$ cat src/rtl/display_port_pkg.sv
package display_port_pkg;

  // ------------------------------------------------------------
  // Sizes
  // ------------------------------------------------------------
  localparam int GP_PINS = 7;
  localparam int CNT_W = 12;
  localparam int HALF_W = CNT_W + 1;
  localparam int BUS_W = 24;
  localparam int COMP_W = 8;
  localparam int GROUPS = 3;
  localparam int FIFO_DEPTH = 4;

  // ------------------------------------------------------------
  // Divider and PWM defaults
  // ------------------------------------------------------------
  localparam int HALF_DIV_DEFAULT = 1;
  localparam int PWM_W = 8;

  // ------------------------------------------------------------
  // Embedded reference codes of the 8-bit luma/chroma mode
  // ------------------------------------------------------------
  localparam logic [7:0] CODE_LEAD = 8'h00_FF;
  localparam logic [7:0] CODE_ZERO = 8'h00_00;
  localparam logic [7:0] BLANK_LUMA = 8'h00_10;
  localparam logic [7:0] BLANK_CHROMA = 8'h00_80;
  localparam int CODE_LEN = 4;

  // ------------------------------------------------------------
  // Types
  // ------------------------------------------------------------
  typedef enum logic [1:0] {
    MODE_RGB = 2'b00,
    MODE_YC8 = 2'b01,
    MODE_ASYNC = 2'b10
  } mode_type;

  // One data word with the flags that steer the asynchronous pins
  typedef struct packed {
    logic [COMP_W-1:0] red;
    logic [COMP_W-1:0] green;
    logic [COMP_W-1:0] blue;
    logic [GP_PINS-1:0] flags;
    logic cs_sel;
  } word_type;

  // Edge points in half interface clocks (line based) or lines
  typedef struct packed {
    logic line_base;
    logic invert;
    logic [HALF_W-1:0] up;
    logic [HALF_W-1:0] down;
  } pin_cfg_type;

  typedef struct packed {
    logic [CNT_W-1:0] screen_width;
    logic [CNT_W-1:0] h_lead;
    logic [CNT_W-1:0] h_len;
    logic [CNT_W-1:0] screen_height;
    logic [CNT_W-1:0] v_lead;
    logic [CNT_W-1:0] v_len;
  } frame_cfg_type;

  typedef struct packed {
    logic [4:0] offset;
    logic [3:0] width;
  } group_type;

endpackage

$ cat src/rtl/word_fifo.sv
`timescale 1ns/10ps
module word_fifo #(
  parameter int WIDTH = 32,
  parameter int DEPTH = 4
) (
  input wire logic sys_clk,
  input wire logic rst_n,
  input wire logic [WIDTH-1:0] in_data,
  input wire logic in_valid,
  output logic in_ready,
  output logic [WIDTH-1:0] out_data,
  output logic out_valid,
  input wire logic out_ready
);

  localparam int AW = $clog2(DEPTH);

  // ------------------------------------------------------------
  // Parameter check
  // ------------------------------------------------------------
  if (DEPTH < 2 || (1 << AW) != DEPTH || WIDTH < 1) begin : g_bad
    $error("word_fifo needs a power-of-two depth of at least 2");
  end

  logic [WIDTH-1:0] mem [DEPTH];
  logic [AW:0] wr_ptr;
  logic [AW:0] rd_ptr;
  logic full;
  logic empty;

  // Extra pointer bit tells full from empty
  assign full = (wr_ptr[AW] != rd_ptr[AW]) && (wr_ptr[AW-1:0] == rd_ptr[AW-1:0]);
  assign empty = (wr_ptr == rd_ptr);
  assign in_ready = !full;
  assign out_valid = !empty;
  assign out_data = mem[rd_ptr[AW-1:0]];

  // Write side
  always_ff @(posedge sys_clk) begin
    if (!rst_n) begin
      wr_ptr <= '0;
    end else if (in_valid && !full) begin
      mem[wr_ptr[AW-1:0]] <= in_data;
      wr_ptr <= wr_ptr + 1'b1;
    end
  end

  // Read side
  always_ff @(posedge sys_clk) begin
    if (!rst_n) begin
      rd_ptr <= '0;
    end else if (out_ready && !empty) begin
      rd_ptr <= rd_ptr + 1'b1;
    end
  end

endmodule

$ cat src/rtl/display_port_signal_generator.sv
`timescale 1ns/10ps
// Overview of operation
// - Separate synchronous and asynchronous output pin groups
// - Synchronous controls repeat with fixed period, waveform
// - Dedicated clock output is the pixel base
// - Seven synchronous pins carry any periodic signal
// - Chained counters; up/down edges, half-clock resolution
// - Asynchronous pins follow per-word flags
// - Two chip selects address two panels
// - Seven asynchronous pins carry strobes or selects
// - Each new word restarts asynchronous edge generators
// - 8-bit luma/chroma embeds codes, no ancillary data
// - Pin and bit assignment is configurable
// - Second chip select doubles as PWM output
// - Dedicated pin carries data-enable strobe
// - One instance per port; reduced pins allowed
// - At most three contiguous non-overlapping bit groups
// - Vertical sync spans a whole horizontal pulse
module display_port_signal_generator
  import display_port_pkg::*;
#(
  parameter int HALF_DIV = HALF_DIV_DEFAULT,
  parameter int SYNC_PINS_USED = GP_PINS,
  parameter int ASYNC_PINS_USED = GP_PINS,
  parameter int DEPTH = FIFO_DEPTH
) (
  input wire logic sys_clk,
  input wire logic rst_n,
  input wire logic enable,
  input wire mode_type mode,
  input wire frame_cfg_type frame,
  input wire pin_cfg_type [GP_PINS-1:0] sync_cfg,
  input wire pin_cfg_type [GP_PINS-1:0] async_cfg,
  input wire logic [HALF_W-1:0] async_len,
  input wire group_type [GROUPS-1:0] groups,
  input wire logic select_invert,
  input wire logic valid_invert,
  input wire logic pwm_enable,
  input wire logic [PWM_W-1:0] pwm_duty,
  input wire logic tear_sync_en,
  input wire logic vsync_in,
  input wire word_type in_word,
  input wire logic in_valid,
  output logic in_ready,
  output logic pixel_rate_clock,
  output logic [BUS_W-1:0] pixel_bus,
  output logic [GP_PINS-1:0] sync_pins,
  output logic pixel_valid_strobe,
  output logic panel_select_zero,
  output logic panel_select_one,
  output logic [GP_PINS-1:0] async_pins,
  output logic underrun,
  output logic group_overlap
);

  // ------------------------------------------------------------
  // Elaboration checks
  // ------------------------------------------------------------
  if (HALF_DIV < 1 || SYNC_PINS_USED > GP_PINS || ASYNC_PINS_USED > GP_PINS
      || SYNC_PINS_USED < 0 || ASYNC_PINS_USED < 0) begin : g_bad
    $error("display port parameters out of range");
  end

  typedef enum logic [1:0] {
    ST_IDLE = 2'b00,
    ST_RUN = 2'b01
  } async_state_type;

  localparam int DIV_W = $clog2(HALF_DIV + 1);

  logic [DIV_W-1:0] div_cnt;
  logic half_tick;
  logic phase;
  logic di_tick;
  logic period_start;
  logic [HALF_W-1:0] hpos;
  logic [CNT_W-1:0] vpos;
  logic [CNT_W-1:0] hdi;
  logic line_end;
  logic h_active;
  logic v_active;
  logic active;
  logic yc_phase;
  logic vsync_meta;
  logic vsync_sync;
  async_state_type astate;
  logic [HALF_W-1:0] acnt;
  word_type aword;
  word_type fifo_word;
  logic fifo_valid;
  logic fifo_pop;
  logic sync_pop;
  logic async_start;
  logic [PWM_W-1:0] pwm_cnt;
  logic [BUS_W-1:0] mapped_live;
  logic [BUS_W-1:0] mapped_async;
  logic [7:0] yc_byte;

  // ------------------------------------------------------------
  // Data buffer
  // ------------------------------------------------------------
  word_fifo #(
    .WIDTH($bits(word_type)),
    .DEPTH(DEPTH)
  ) u_fifo (
    .sys_clk(sys_clk),
    .rst_n(rst_n),
    .in_data(in_word),
    .in_valid(in_valid),
    .in_ready(in_ready),
    .out_data(fifo_word),
    .out_valid(fifo_valid),
    .out_ready(fifo_pop)
  );

  // ------------------------------------------------------------
  // Interface clock divider
  // ------------------------------------------------------------

  // Half-period enable gives the half-clock edge resolution
  always_ff @(posedge sys_clk) begin
    if (!rst_n || !enable) begin
      div_cnt <= '0;
    end else if (half_tick) begin
      div_cnt <= '0;
    end else begin
      div_cnt <= div_cnt + 1'b1;
    end
  end

  assign half_tick = enable && (div_cnt == DIV_W'(HALF_DIV - 1));
  assign di_tick = half_tick && phase;

  // Phase: low in first half of an interface clock, high in second
  always_ff @(posedge sys_clk) begin
    if (!rst_n || !enable) begin
      phase <= 1'b0;
    end else if (half_tick) begin
      phase <= !phase;
    end
  end

  // Registered boundary of each interface clock period
  always_ff @(posedge sys_clk) begin
    if (!rst_n) begin
      period_start <= 1'b0;
    end else begin
      period_start <= di_tick;
    end
  end

  // pixel clock base
  // Registered from a low phase, so high for one half of each interface clock period, one system clock after the first half starts
  always_ff @(posedge sys_clk) begin
    if (!rst_n) begin
      pixel_rate_clock <= 1'b0;
    end else begin
      pixel_rate_clock <= enable && !phase;
    end
  end

  // ------------------------------------------------------------
  // Line and frame counters
  // ------------------------------------------------------------
  assign line_end = (hpos == HALF_W'({frame.screen_width, 1'b0} - 1'b1));

  // chained start counters
  // Line counter wraps first; frame counter steps on its wrap
  always_ff @(posedge sys_clk) begin
    if (!rst_n || !enable) begin
      hpos <= '0;
    end else if (half_tick) begin
      hpos <= line_end ? '0 : hpos + 1'b1;
    end
  end

  always_ff @(posedge sys_clk) begin
    if (!rst_n || !enable) begin
      vpos <= '0;
    end else if (half_tick && line_end) begin
      vpos <= (vpos == frame.screen_height - 1'b1) ? '0 : vpos + 1'b1;
    end
  end

  assign hdi = hpos[HALF_W-1:1];
  assign h_active = ({1'b0, hdi} >= {1'b0, frame.h_lead})
    && ({1'b0, hdi} < ({1'b0, frame.h_lead} + {1'b0, frame.h_len}));
  assign v_active = ({1'b0, vpos} >= {1'b0, frame.v_lead})
    && ({1'b0, vpos} < ({1'b0, frame.v_lead} + {1'b0, frame.v_len}));
  assign active = h_active && v_active;

  // ------------------------------------------------------------
  // Synchronous pins
  // ------------------------------------------------------------

  for (genvar i = 0; i < GP_PINS; i++) begin : g_sync
    logic level;
    // frame pins span lines
    // Frame-based pins move only at line starts, so each covers whole lines
    assign level = sync_cfg[i].line_base
      ? (hpos >= sync_cfg[i].up && hpos < sync_cfg[i].down)
      : ({1'b0, vpos} >= sync_cfg[i].up && {1'b0, vpos} < sync_cfg[i].down);
    always_ff @(posedge sys_clk) begin
      if (!rst_n) begin
        sync_pins[i] <= 1'b0;
      end else begin
        sync_pins[i] <= (i < SYNC_PINS_USED) && enable && mode != MODE_ASYNC
          && (level ^ sync_cfg[i].invert);
      end
    end
  end

  // ------------------------------------------------------------
  // Bit group mapping
  // ------------------------------------------------------------

  function automatic logic [BUS_W-1:0] map_word(input word_type w,
                                                input group_type [GROUPS-1:0] g);
    logic [BUS_W-1:0] bus;
    logic [COMP_W-1:0] comp [GROUPS];
    logic [COMP_W-1:0] bits;
    bus = '0;
    comp[0] = w.blue;
    comp[1] = w.green;
    comp[2] = w.red;
    for (int k = 0; k < GROUPS; k++) begin
      bits = (g[k].width >= 4'(COMP_W)) ? comp[k] : comp[k] >> (4'(COMP_W) - g[k].width);
      bus = bus | BUS_W'({16'h0000, bits} << g[k].offset);
    end
    return bus;
  endfunction

  // Footprint of each group, to flag overlapping layouts
  function automatic logic [BUS_W-1:0] group_mask(input group_type g);
    logic [BUS_W-1:0] ones;
    ones = BUS_W'((32'h0000_0001 << g.width) - 32'h0000_0001);
    return BUS_W'({8'h00, ones} << g.offset);
  endfunction

  always_ff @(posedge sys_clk) begin
    if (!rst_n) begin
      group_overlap <= 1'b0;
    end else begin
      group_overlap <= |(group_mask(groups[0]) & group_mask(groups[1]))
        || |(group_mask(groups[0]) & group_mask(groups[2]))
        || |(group_mask(groups[1]) & group_mask(groups[2]));
    end
  end

  // default RGB layout
  // With offsets 0, 8, 16 and width 8 this gives blue, green, red upward
  assign mapped_live = map_word(fifo_word, groups);
  assign mapped_async = map_word(aword, groups);

  // ------------------------------------------------------------
  // Luma/chroma byte stream
  // ------------------------------------------------------------

  // embedded reference codes
  // Codes every line; blanking carries only fill levels, no ancillary data
  always_comb begin
    logic [CNT_W:0] eav_at;
    logic [CNT_W:0] sav_at;
    logic [CNT_W:0] pos;
    logic eav;
    logic sav;
    logic [1:0] k;
    logic vb;
    eav_at = {1'b0, frame.h_lead} + {1'b0, frame.h_len};
    sav_at = {1'b0, frame.h_lead} - (CNT_W + 1)'(CODE_LEN);
    pos = {1'b0, hdi};
    eav = pos >= eav_at && pos < eav_at + (CNT_W + 1)'(CODE_LEN);
    sav = pos >= sav_at && pos < {1'b0, frame.h_lead};
    k = eav ? 2'(pos - eav_at) : 2'(pos - sav_at);
    vb = !v_active;
    if (eav || sav) begin
      unique case (k)
        2'd0: yc_byte = CODE_LEAD;
        2'd1: yc_byte = CODE_ZERO;
        2'd2: yc_byte = CODE_ZERO;
        default: yc_byte = {1'b1, 1'b0, vb, eav, vb ^ eav, eav, vb, vb ^ eav};
      endcase
    end else if (active) begin
      yc_byte = yc_phase ? fifo_word.green : fifo_word.blue;
    end else begin
      yc_byte = hdi[0] ? BLANK_LUMA : BLANK_CHROMA;
    end
  end

  // Chroma then luma within each pixel
  always_ff @(posedge sys_clk) begin
    if (!rst_n || !active) begin
      yc_phase <= 1'b0;
    end else if (period_start) begin
      yc_phase <= !yc_phase;
    end
  end

  // ------------------------------------------------------------
  // Buffer drain
  // ------------------------------------------------------------
  assign sync_pop = period_start && active && fifo_valid
    && (mode == MODE_RGB || (mode == MODE_YC8 && yc_phase));
  assign fifo_pop = sync_pop || async_start;

  // Missing word during active display is reported, bus shows zero
  always_ff @(posedge sys_clk) begin
    if (!rst_n) begin
      underrun <= 1'b0;
    end else if (period_start && active && mode != MODE_ASYNC) begin
      underrun <= !fifo_valid;
    end
  end

  // ------------------------------------------------------------
  // Data bus and enable strobe
  // ------------------------------------------------------------

  always_ff @(posedge sys_clk) begin
    if (!rst_n || !enable) begin
      pixel_bus <= '0;
    end else if (mode == MODE_ASYNC) begin
      pixel_bus <= (astate == ST_RUN) ? mapped_async : '0;
    end else if (period_start) begin
      if (mode == MODE_YC8) begin
        pixel_bus <= {16'h0000, fifo_valid || !active ? yc_byte : 8'h00};
      end else begin
        pixel_bus <= (active && fifo_valid) ? mapped_live : '0;
      end
    end
  end

  // data-enable strobe
  // Marks valid pixels; inactive shows blanking
  always_ff @(posedge sys_clk) begin
    if (!rst_n) begin
      pixel_valid_strobe <= 1'b0;
    end else if (!enable) begin
      pixel_valid_strobe <= valid_invert;
    end else if (mode == MODE_ASYNC) begin
      pixel_valid_strobe <= (astate == ST_RUN) ^ valid_invert;
    end else if (period_start) begin
      pixel_valid_strobe <= active ^ valid_invert;
    end
  end

  // ------------------------------------------------------------
  // Asynchronous engine
  // ------------------------------------------------------------

  // Two flip-flops before the returned sync is used
  always_ff @(posedge sys_clk) begin
    if (!rst_n) begin
      vsync_meta <= 1'b0;
      vsync_sync <= 1'b0;
    end else begin
      vsync_meta <= vsync_in;
      vsync_sync <= vsync_meta;
    end
  end

  // tearing guard
  // Level gate only; the panel holds sync long enough for a burst
  assign async_start = mode == MODE_ASYNC && enable && astate == ST_IDLE
    && fifo_valid && (!tear_sync_en || vsync_sync);

  // fresh start point
  // Each word restarts the edge counter in half interface clocks
  always_ff @(posedge sys_clk) begin
    if (!rst_n) begin
      astate <= ST_IDLE;
      acnt <= '0;
      aword <= '0;
    end else begin
      unique case (astate)
        ST_IDLE: begin
          if (async_start) begin
            astate <= ST_RUN;
            acnt <= '0;
            aword <= fifo_word;
          end
        end
        ST_RUN: begin
          if (half_tick) begin
            if (acnt >= async_len - 1'b1) begin
              astate <= ST_IDLE;
            end else begin
              acnt <= acnt + 1'b1;
            end
          end
        end
        default: astate <= ST_IDLE;
      endcase
    end
  end

  for (genvar i = 0; i < GP_PINS; i++) begin : g_async
    logic level;
    assign level = astate == ST_RUN && aword.flags[i]
      && acnt >= async_cfg[i].up && acnt < async_cfg[i].down;
    always_ff @(posedge sys_clk) begin
      if (!rst_n) begin
        async_pins[i] <= 1'b0;
      end else begin
        async_pins[i] <= (i < ASYNC_PINS_USED) && (level ^ async_cfg[i].invert);
      end
    end
  end

  // ------------------------------------------------------------
  // Chip selects and PWM
  // ------------------------------------------------------------

  // Free-running PWM on the interface clock
  always_ff @(posedge sys_clk) begin
    if (!rst_n) begin
      pwm_cnt <= '0;
    end else if (di_tick) begin
      pwm_cnt <= pwm_cnt + 1'b1;
    end
  end

  // two panel selects
  // Selected panel is asserted for the whole word cycle, except select one while pwm_enable is set
  always_ff @(posedge sys_clk) begin
    if (!rst_n) begin
      panel_select_zero <= 1'b0;
    end else begin
      panel_select_zero <= (astate == ST_RUN && !aword.cs_sel) ^ select_invert;
    end
  end

  always_ff @(posedge sys_clk) begin
    if (!rst_n) begin
      panel_select_one <= 1'b0;
    end else if (pwm_enable) begin
      panel_select_one <= pwm_cnt < pwm_duty;
    end else begin
      panel_select_one <= (astate == ST_RUN && aword.cs_sel) ^ select_invert;
    end
  end

endmodule

$ cat config.mk
export PLATFORM = sky130hd
export DESIGN_NAME = display_port_signal_generator
export DESIGN_NICKNAME = d
export VERILOG_FILES = /design/src/rtl/display_port_pkg.sv /design/src/rtl/word_fifo.sv /design/src/rtl/display_port_signal_generator.sv
export SDC_FILE = /design/constraint.sdc
export NUM_CORES = 2
export LEC_CHECK = 0
export BUFFER_PORTS_ARGS = -buffer_cell sky130_fd_sc_hd__buf_4
export CORE_ASPECT_RATIO = 0.5
export CORE_MARGIN = 5
export CORE_UTILIZATION = 50
export CTS_CLUSTER_DIAMETER = 100
export CTS_CLUSTER_SIZE = 10
export DETAILED_ROUTE_END_ITERATION = 10
export PLACE_DENSITY = 0.76
export SLEW_MARGIN = 10
export SYNTH_ARGS = -nofsm -noshare
export SYNTH_HDL_FRONTEND = slang
export SYNTH_SLANG_ARGS = --single-unit
$ cat constraint.sdc
create_clock -name sys_clk -period 6.55 [get_ports sys_clk]
set_input_delay 0.3275 -clock sys_clk [delete_from_list [all_inputs] [get_ports sys_clk]]
set_output_delay 0.3275 -clock sys_clk [all_outputs]
set_load 0.01 [all_outputs]
Word-level counts from Yosys, hierarchy flattened. Memories as Yosys holds them, arrays and structs flattened. A register that Yosys moved wholly into a read port is not among the register bits. Index checks and enable logic that the tools add are counted.

Word-level logic and storage cells: 321. Output and inout bits: 45. Flip-flop bits (word level): 136. Memory bits (writable): 128. Memories kept: 1.

$lt $le $gt $ge: 55. Muxes and demuxes: 44. Reduce and logical (&&, ||, !) cells: 99. Bitwise logic cells: 27. Add/sub/neg operators: 22. Equal/unequal tests: 16. Shift operators: 18.

Memories: u_fifo.mem (depth 4, bits a word 32, rd ports 1, clocked after Yosys merged registers in 1, write ports 1, RTL line word_fifo.sv:25) `logic [WIDTH-1:0] mem [DEPTH];`.

Operator list (number): 13-bit >= comparator (15); 13-bit < comparator (14); 8-bit by 5-bit left shift with 24-bit output (6); 12-bit by 13-bit < comparator with 1-bit output (10); 24-bit 2-to-1 mux (5); 12-bit by 13-bit >= comparator with 1-bit output (9); 24-bit bitwise OR (4); 8-bit 2-to-1 mux (11); 24-bit bitwise AND (3); 24-bit OR reduction (3); 1-bit by 4-bit left shift with 24-bit output, first input constant (3); 24-bit by 5-bit left shift with 24-bit output (3); 24-bit by 1-bit subtractor with 24-bit output, second input constant (3); 1-bit logical AND (67); 13-bit 2-to-1 mux (4); 8-bit by 4-bit right shift with 8-bit output (6); 12-bit by 12-bit adder with 13-bit output (2); 13-bit by 1-bit adder with 13-bit output, second input constant (2); 13-bit case mux with 2 select lines (1); 13-bit by 1-bit subtractor with 13-bit output, second input constant (2); 12-bit >= comparator (2); 1-bit XOR (19); 8-bit case mux with 2 select lines (1); 1-bit 2-to-1 mux (14); other kinds (34) (72).

Logic depth before layout (Yosys ltp).
Word-level depth: 13. Gate-level depth with buffers: 26. Gate-level depth less buffers: 26.

Modules after synthesis. From an unflattened synthesis, not the netlist that was laid out.

Cell total of the unflattened synthesis: 4560. Area total of the unflattened synthesis: 37247.0 um^2.

By module, submodules not included: display_port_signal_generator (cells each 4322, times used 1, seq. area each 2582.5 um^2, area an instance 32062.0 um^2); word_fifo (cells each 238, times used 1, seq. area each 4003.8 um^2, area an instance 5185.0 um^2).

Least setup slack after synthesis. OpenSTA, ideal clock, no wires.

Path type: in2reg. Start point: in frame[36] (netlist bit). End point: reg pixel_bus[2]. Path slack: 1.502 ns. Cell stages on the path: 25. Data required time: 6.431 ns. Data arrival time: 4.930 ns. Buffers on the path: 0. Path through: ha_1 inv_1 fa_1 nor2b_1 o2111ai_1 a21oi_1 or3_1 and2_4 nand3_1 nand2b_1 xnor2_1 ha_1 a211o_1 o22a_1 a22oi_4 mux2_2 ha_1 xor2_1 xnor2_1 inv_1 ha_1 inv_1 o22ai_1 o221a_2 o221a_1.

Longest elaborated chain between the ends: 13. Elaborated cells between the ends (all ways): 26.

RTL lines: start, declared (RTL line display_port_signal_generator.sv:31) `input wire frame_cfg_type frame,`; 12-bit by 12-bit adder with 13-bit output (*) (RTL line display_port_signal_generator.sv:187, display_port_signal_generator.sv:269); 13-bit by 3-bit adder with 13-bit output (RTL line display_port_signal_generator.sv:272) `eav = pos >= eav_at && pos < eav_at + (CNT_W + 1)'(CODE_LEN);`; 12-bit by 13-bit < comparator with 1-bit output (RTL line display_port_signal_generator.sv:272); 1-bit logical AND (RTL line display_port_signal_generator.sv:272); 2-bit 2-to-1 mux (RTL line display_port_signal_generator.sv:274) `k = eav ? 2'(pos - eav_at) : 2'(pos - sav_at);`; 2-bit equality test / 2-bit by 1-bit equality test with 1-bit output (equally long branches) (RTL line display_port_signal_generator.sv:277) `unique case (k)`; 2-bit OR reduction (no source line); 8-bit case mux with 2 select lines (RTL line display_port_signal_generator.sv:277); 8-bit 2-to-1 mux (RTL line display_port_signal_generator.sv:276) `if (eav || sav) begin`; 8-bit 2-to-1 mux (RTL line display_port_signal_generator.sv:326) `pixel_bus <= {16'h0000, fifo_valid || !active ? yc_byte : 8'h00};`; 24-bit 2-to-1 mux (*) (RTL line display_port_signal_generator.sv:325) `if (mode == MODE_YC8) begin`; 24-bit 2-to-1 mux (*) (RTL line display_port_signal_generator.sv:324) `end else if (period_start) begin`; 24-bit 2-to-1 mux (*) (RTL line display_port_signal_generator.sv:322) `end else if (mode == MODE_ASYNC) begin`; end signal, assigned (RTL line display_port_signal_generator.sv:323) `pixel_bus <= (astate == ST_RUN) ? mapped_async : '0;`; end signal, assigned (RTL line display_port_signal_generator.sv:326); end signal, assigned (RTL line display_port_signal_generator.sv:328) `pixel_bus <= (active && fifo_valid) ? mapped_live : '0;`; end, declared (RTL line display_port_signal_generator.sv:46) `output logic [BUS_W-1:0] pixel_bus,`.

Mark *: on every way between the ends. The rest lies on a longest branch, timed or not. The select of a mux whose other input is x is not followed. A chain may end at the register's enable or synchronous reset.

Final worst setup path.
Start point: in frame[48] (netlist bit). End point: reg pixel_bus[2].

Longest elaborated chain between the ends: 13. Elaborated cells between the ends (all ways): 32.

RTL lines (RTL line): 12-bit by 12-bit adder with 13-bit output (display_port_signal_generator.sv:187, display_port_signal_generator.sv:269); 13-bit by 3-bit adder with 13-bit output (display_port_signal_generator.sv:272); 12-bit by 13-bit < comparator with 1-bit output (display_port_signal_generator.sv:272); 1-bit logical AND (display_port_signal_generator.sv:272); 2-bit 2-to-1 mux (display_port_signal_generator.sv:274); 2-bit equality test / 2-bit by 1-bit equality test with 1-bit output (equally long branches) (display_port_signal_generator.sv:277); 2-bit OR reduction (no source line); 8-bit case mux with 2 select lines (display_port_signal_generator.sv:277); 8-bit 2-to-1 mux (display_port_signal_generator.sv:276); 8-bit 2-to-1 mux (display_port_signal_generator.sv:326); 24-bit 2-to-1 mux (*) (display_port_signal_generator.sv:325); 24-bit 2-to-1 mux (*) (display_port_signal_generator.sv:324); 24-bit 2-to-1 mux (*) (display_port_signal_generator.sv:322).

Marked as above.

==> results.cfg <==
[drt]
wire_per_inst_um = 24.7
vias_per_cell = 6.44
first_pass_iters = 7
drc = 0
postRouteAntennaNets = 0
drt-total-wl_mm = 154
drt_iter0_markers = 4373
vias = 40190

[power]
ir_drop_mv = 0.147
p_sw_mw = 2.01
p_total_mw = 5.57
power.density_nw_per_um2 = 125
clockPowerShare_pct = 32.1
swShare_pct = 36.1
internal_power_mw = 3.56
seq_power_share_pct = 32.2
p_leak_nw = 21.4
comb_power_share_pct = 35.7

[cells_and_area]
fillers = 6744
seq_area_um2 = 6590
layout.nets = 6392
layout-drive-gt1-share_pct = 16.3
multiInputGateArea_um2 = 28500
area_growth_pct = 18.2

[global_routing]
antenna_found_initial = 23
grt_util_all_layers_pct = 36.0
grt_pass1_vias = 39017
grt.overflow.total = 0
grt_max_degree = 57
grt_first_pass_wirelength_mm = 229

[logic_synthesis]
synth-async-reset-ratio_pct = 0
syn_area_um2 = 37600
synth_edf_count = 128
yosysMostFrequentCell = ha_1
yosys-top-cells-count = 658 x ha_1, 455 x inv_1, 356 x nand2_1
synth.top_cell.area_share_pct = 21.9
ys_seq_elements = 265
yosys_warnings = 0
syn_avg_cell_area_um2 = 8.08
synth_nets = 5868
yosysTopAreaCell = ha_1
syn_inst = 4653
yosysSeqAreaShare_pct = 17.5
netlist-cell-type-count = 107
synth-main-ff-cell = dfxtp_1
yosys-top-cells-area = ha_1 22%, edfxtp_1 10%, dfxtp_1 7.3%

[critical_path]
cp.required_ns = 7.00
worstSetupStartpointType = input port
path_class = input port to register
cp-end-kind = register
crit_fanout = 10
arrival_ns = 5.90

[hold_path]
hp-class = input port to register

[timing]
drv_slew = 0
rsz0062_at_grt = no
slew_headroom_pct = 21.0
setup_viol = 0
hold_viol_final = 0
skew_ns = 0.0365
period_share_pct = 83.2
period_minus_slack_ns = 5.45
tightest_slew_ns = 1.18
tns_ns = 0
max_freq_mhz = 184

[floorplanning]
fp.coreArea_um2 = 74800
initial_core_util_pct = 50.3
row_count = 71
die_w_um = 398
die_h_um = 204
dieArea_um2 = 81100
io-pin-count = 600

[clock_network]
cts_resized = 0
tritoncts = done
cts_buffers = 34
path_clk_slew_ns = 0.07
clockBufferDepth = 3
clkLatencyLatePin_ns = 0.58
hold_buffers = 37
clock_sinks = 265
cts_setup_buffers = 0
htreeDepth = 2
cts-root-buf = clkbuf_16

[job]
drv_cap = 0

[placement]
io_buffers = 592
place.gp.congestion = 1.03
detailed_place_hpwl_mm = 119

[outcome]
status = finished clean
-- cells by family after synthesis --
| kind of cell | count (synthesis) | share of synthesized area, % |
|---|---|---|
| fa+ha+maj | 662 | 22.1 |
| compound gates | 1349 | 25.0 |
| flops | 265 | 17.5 |
| buf+inv | 671 | 6.84 |
| xor+xnor | 137 | 3.23 |
| simple gates | 1359 | 17.9 |
| other cells | 1 | 0.00997 |
| mux | 209 | 7.49 |
-- power by group through the flow --
stage          Clock (mW)  Sequential [mW]  Combinational [mW]
5_1_grt              1.87             1.80                2.13
6_report             1.79             1.80                1.99
3_3_place_gp            0             1.83                1.87
4_1_cts              1.81             1.80                1.94
3_5_place_dp            0             1.83                1.90
2_1_floorplan           0             1.82                1.17
-- per-layer routing --
layer  up-vias  GRT usage (%)  routed length (um)
li1      18455              -                   -
met5         -              0                  13
met2      2116           61.7               72100
met4         2           19.7                9560
met3       511           4.54               12100
met1     19106           44.3               60500
-- sequential cells by signal (all words and copies together) (netlist names), 7 cells and up, named ones only --
name        count
hpos           13
pixel_bus      24
pwm_cnt         8
sync_pins       7
u_fifo.mem    128
async_pins      7
aword          32
vpos           12
acnt           13
-- worst max-delay path, cell delays in order --
cell and delay, ns:
buf_4 0.12, ha_1 0.17, inv_1 0.05, fa_1 0.40, nor2b_1 0.17, o2111ai_1 0.19, a21oi_1 0.37, or3_1 0.21
and2_4 0.17, nand3_1 0.08, nand2b_1 0.18, xnor2_1 0.14, ha_1 0.30, a211o_1 0.26, o22a_1 0.21, a22oi_4 0.32
mux2_2 0.38, ha_1 0.18, xor2_1 0.15, xnor2_1 0.43, inv_1 0.09, ha_1 0.21, inv_1 0.06, o22ai_1 0.15
o221a_2 0.37, o221a_1 0.20
-- cell type report --
class                           instances  share of cell area, %
Sequential cell                       265                   14.8
Antenna cell                           23                  0.130
Multi-Input combinational cell       3717                   64.0
Clock buffer                           49                   2.04
Tap cell                             1022                   2.88
Inverter                              462                   3.90
Clock inverter                          7                  0.203
Timing Repair Buffer                  697                   12.0
-- layout by cell type, fill, tap and decap left out, types with 18 or more instances in the layout --
master         netlist  final
buf_4                0    660
ha_1               658    658
inv_1              455    454
nand2_1            356    356
nor2_1             317    314
a21oi_1            269    269
o21ai_0            212    212
a21o_1             146    146
dfxtp_1            137    136
edfxtp_1           128    128
o21a_1             126    126
nand3_1            115    115
mux2i_1            111    111
nor3_1              99     99
nand4_1             93     93
nand2b_1            88     88
xnor2_1             77     77
nor2b_1             73     73
xor2_1              59     59
o22ai_1             57     57
a211oi_1            55     55
mux4_2              50     50
a22oi_1             49     49
a31oi_1             47     47
mux2_2              42     42
nor4_1              42     41
dlygate4sd3_1        0     37
and2_1              35     35
o211ai_1            35     35
a221oi_1            34     34
o221ai_1            34     34
clkbuf_16            0     34
and3_1              24     24
diode_2              0     23
o2111ai_1           23     23
a32oi_1             23     23
or3_1               21     21
a2111oi_0           21     21
o31ai_1             20     20
a211o_1             18     18
-- per-stage QoR --
stage | std cells | hold WS, ns | instance area [um^2] | setup slack, ns | utilization, %
final | 6242 | 0.0323 | 44400 | 1.10 | 59.4
after global routing | 6241 | 0.0244 | 44400 | 0.871 | 59.4
after CTS | 6219 | 0.00660 | 44400 | 1.27 | 59.3
after detailed placement | 6126 | 0.419 | 43000 | 0.684 | 57.5
after global placement | 6126 | 0.417 | 43000 | 0.709 | 57.5
after floorplan | 4653 | 0.412 | 37600 | 1.50 | -
-- worst paths after layout --
path	from	endpoint	slack [ns]	depth (start not counted)
worst min register to register	vsync_meta	vsync_sync	0.44	1
worst min-delay path	async_cfg[54]	async_pins[1]	0.03	3
worst max-delay path	frame[48]	pixel_bus[2]	1.10	26
worst max register to register	register	pixel_bus[2]	1.78	11
No activity file was read; power rests on OpenSTA's default activity.
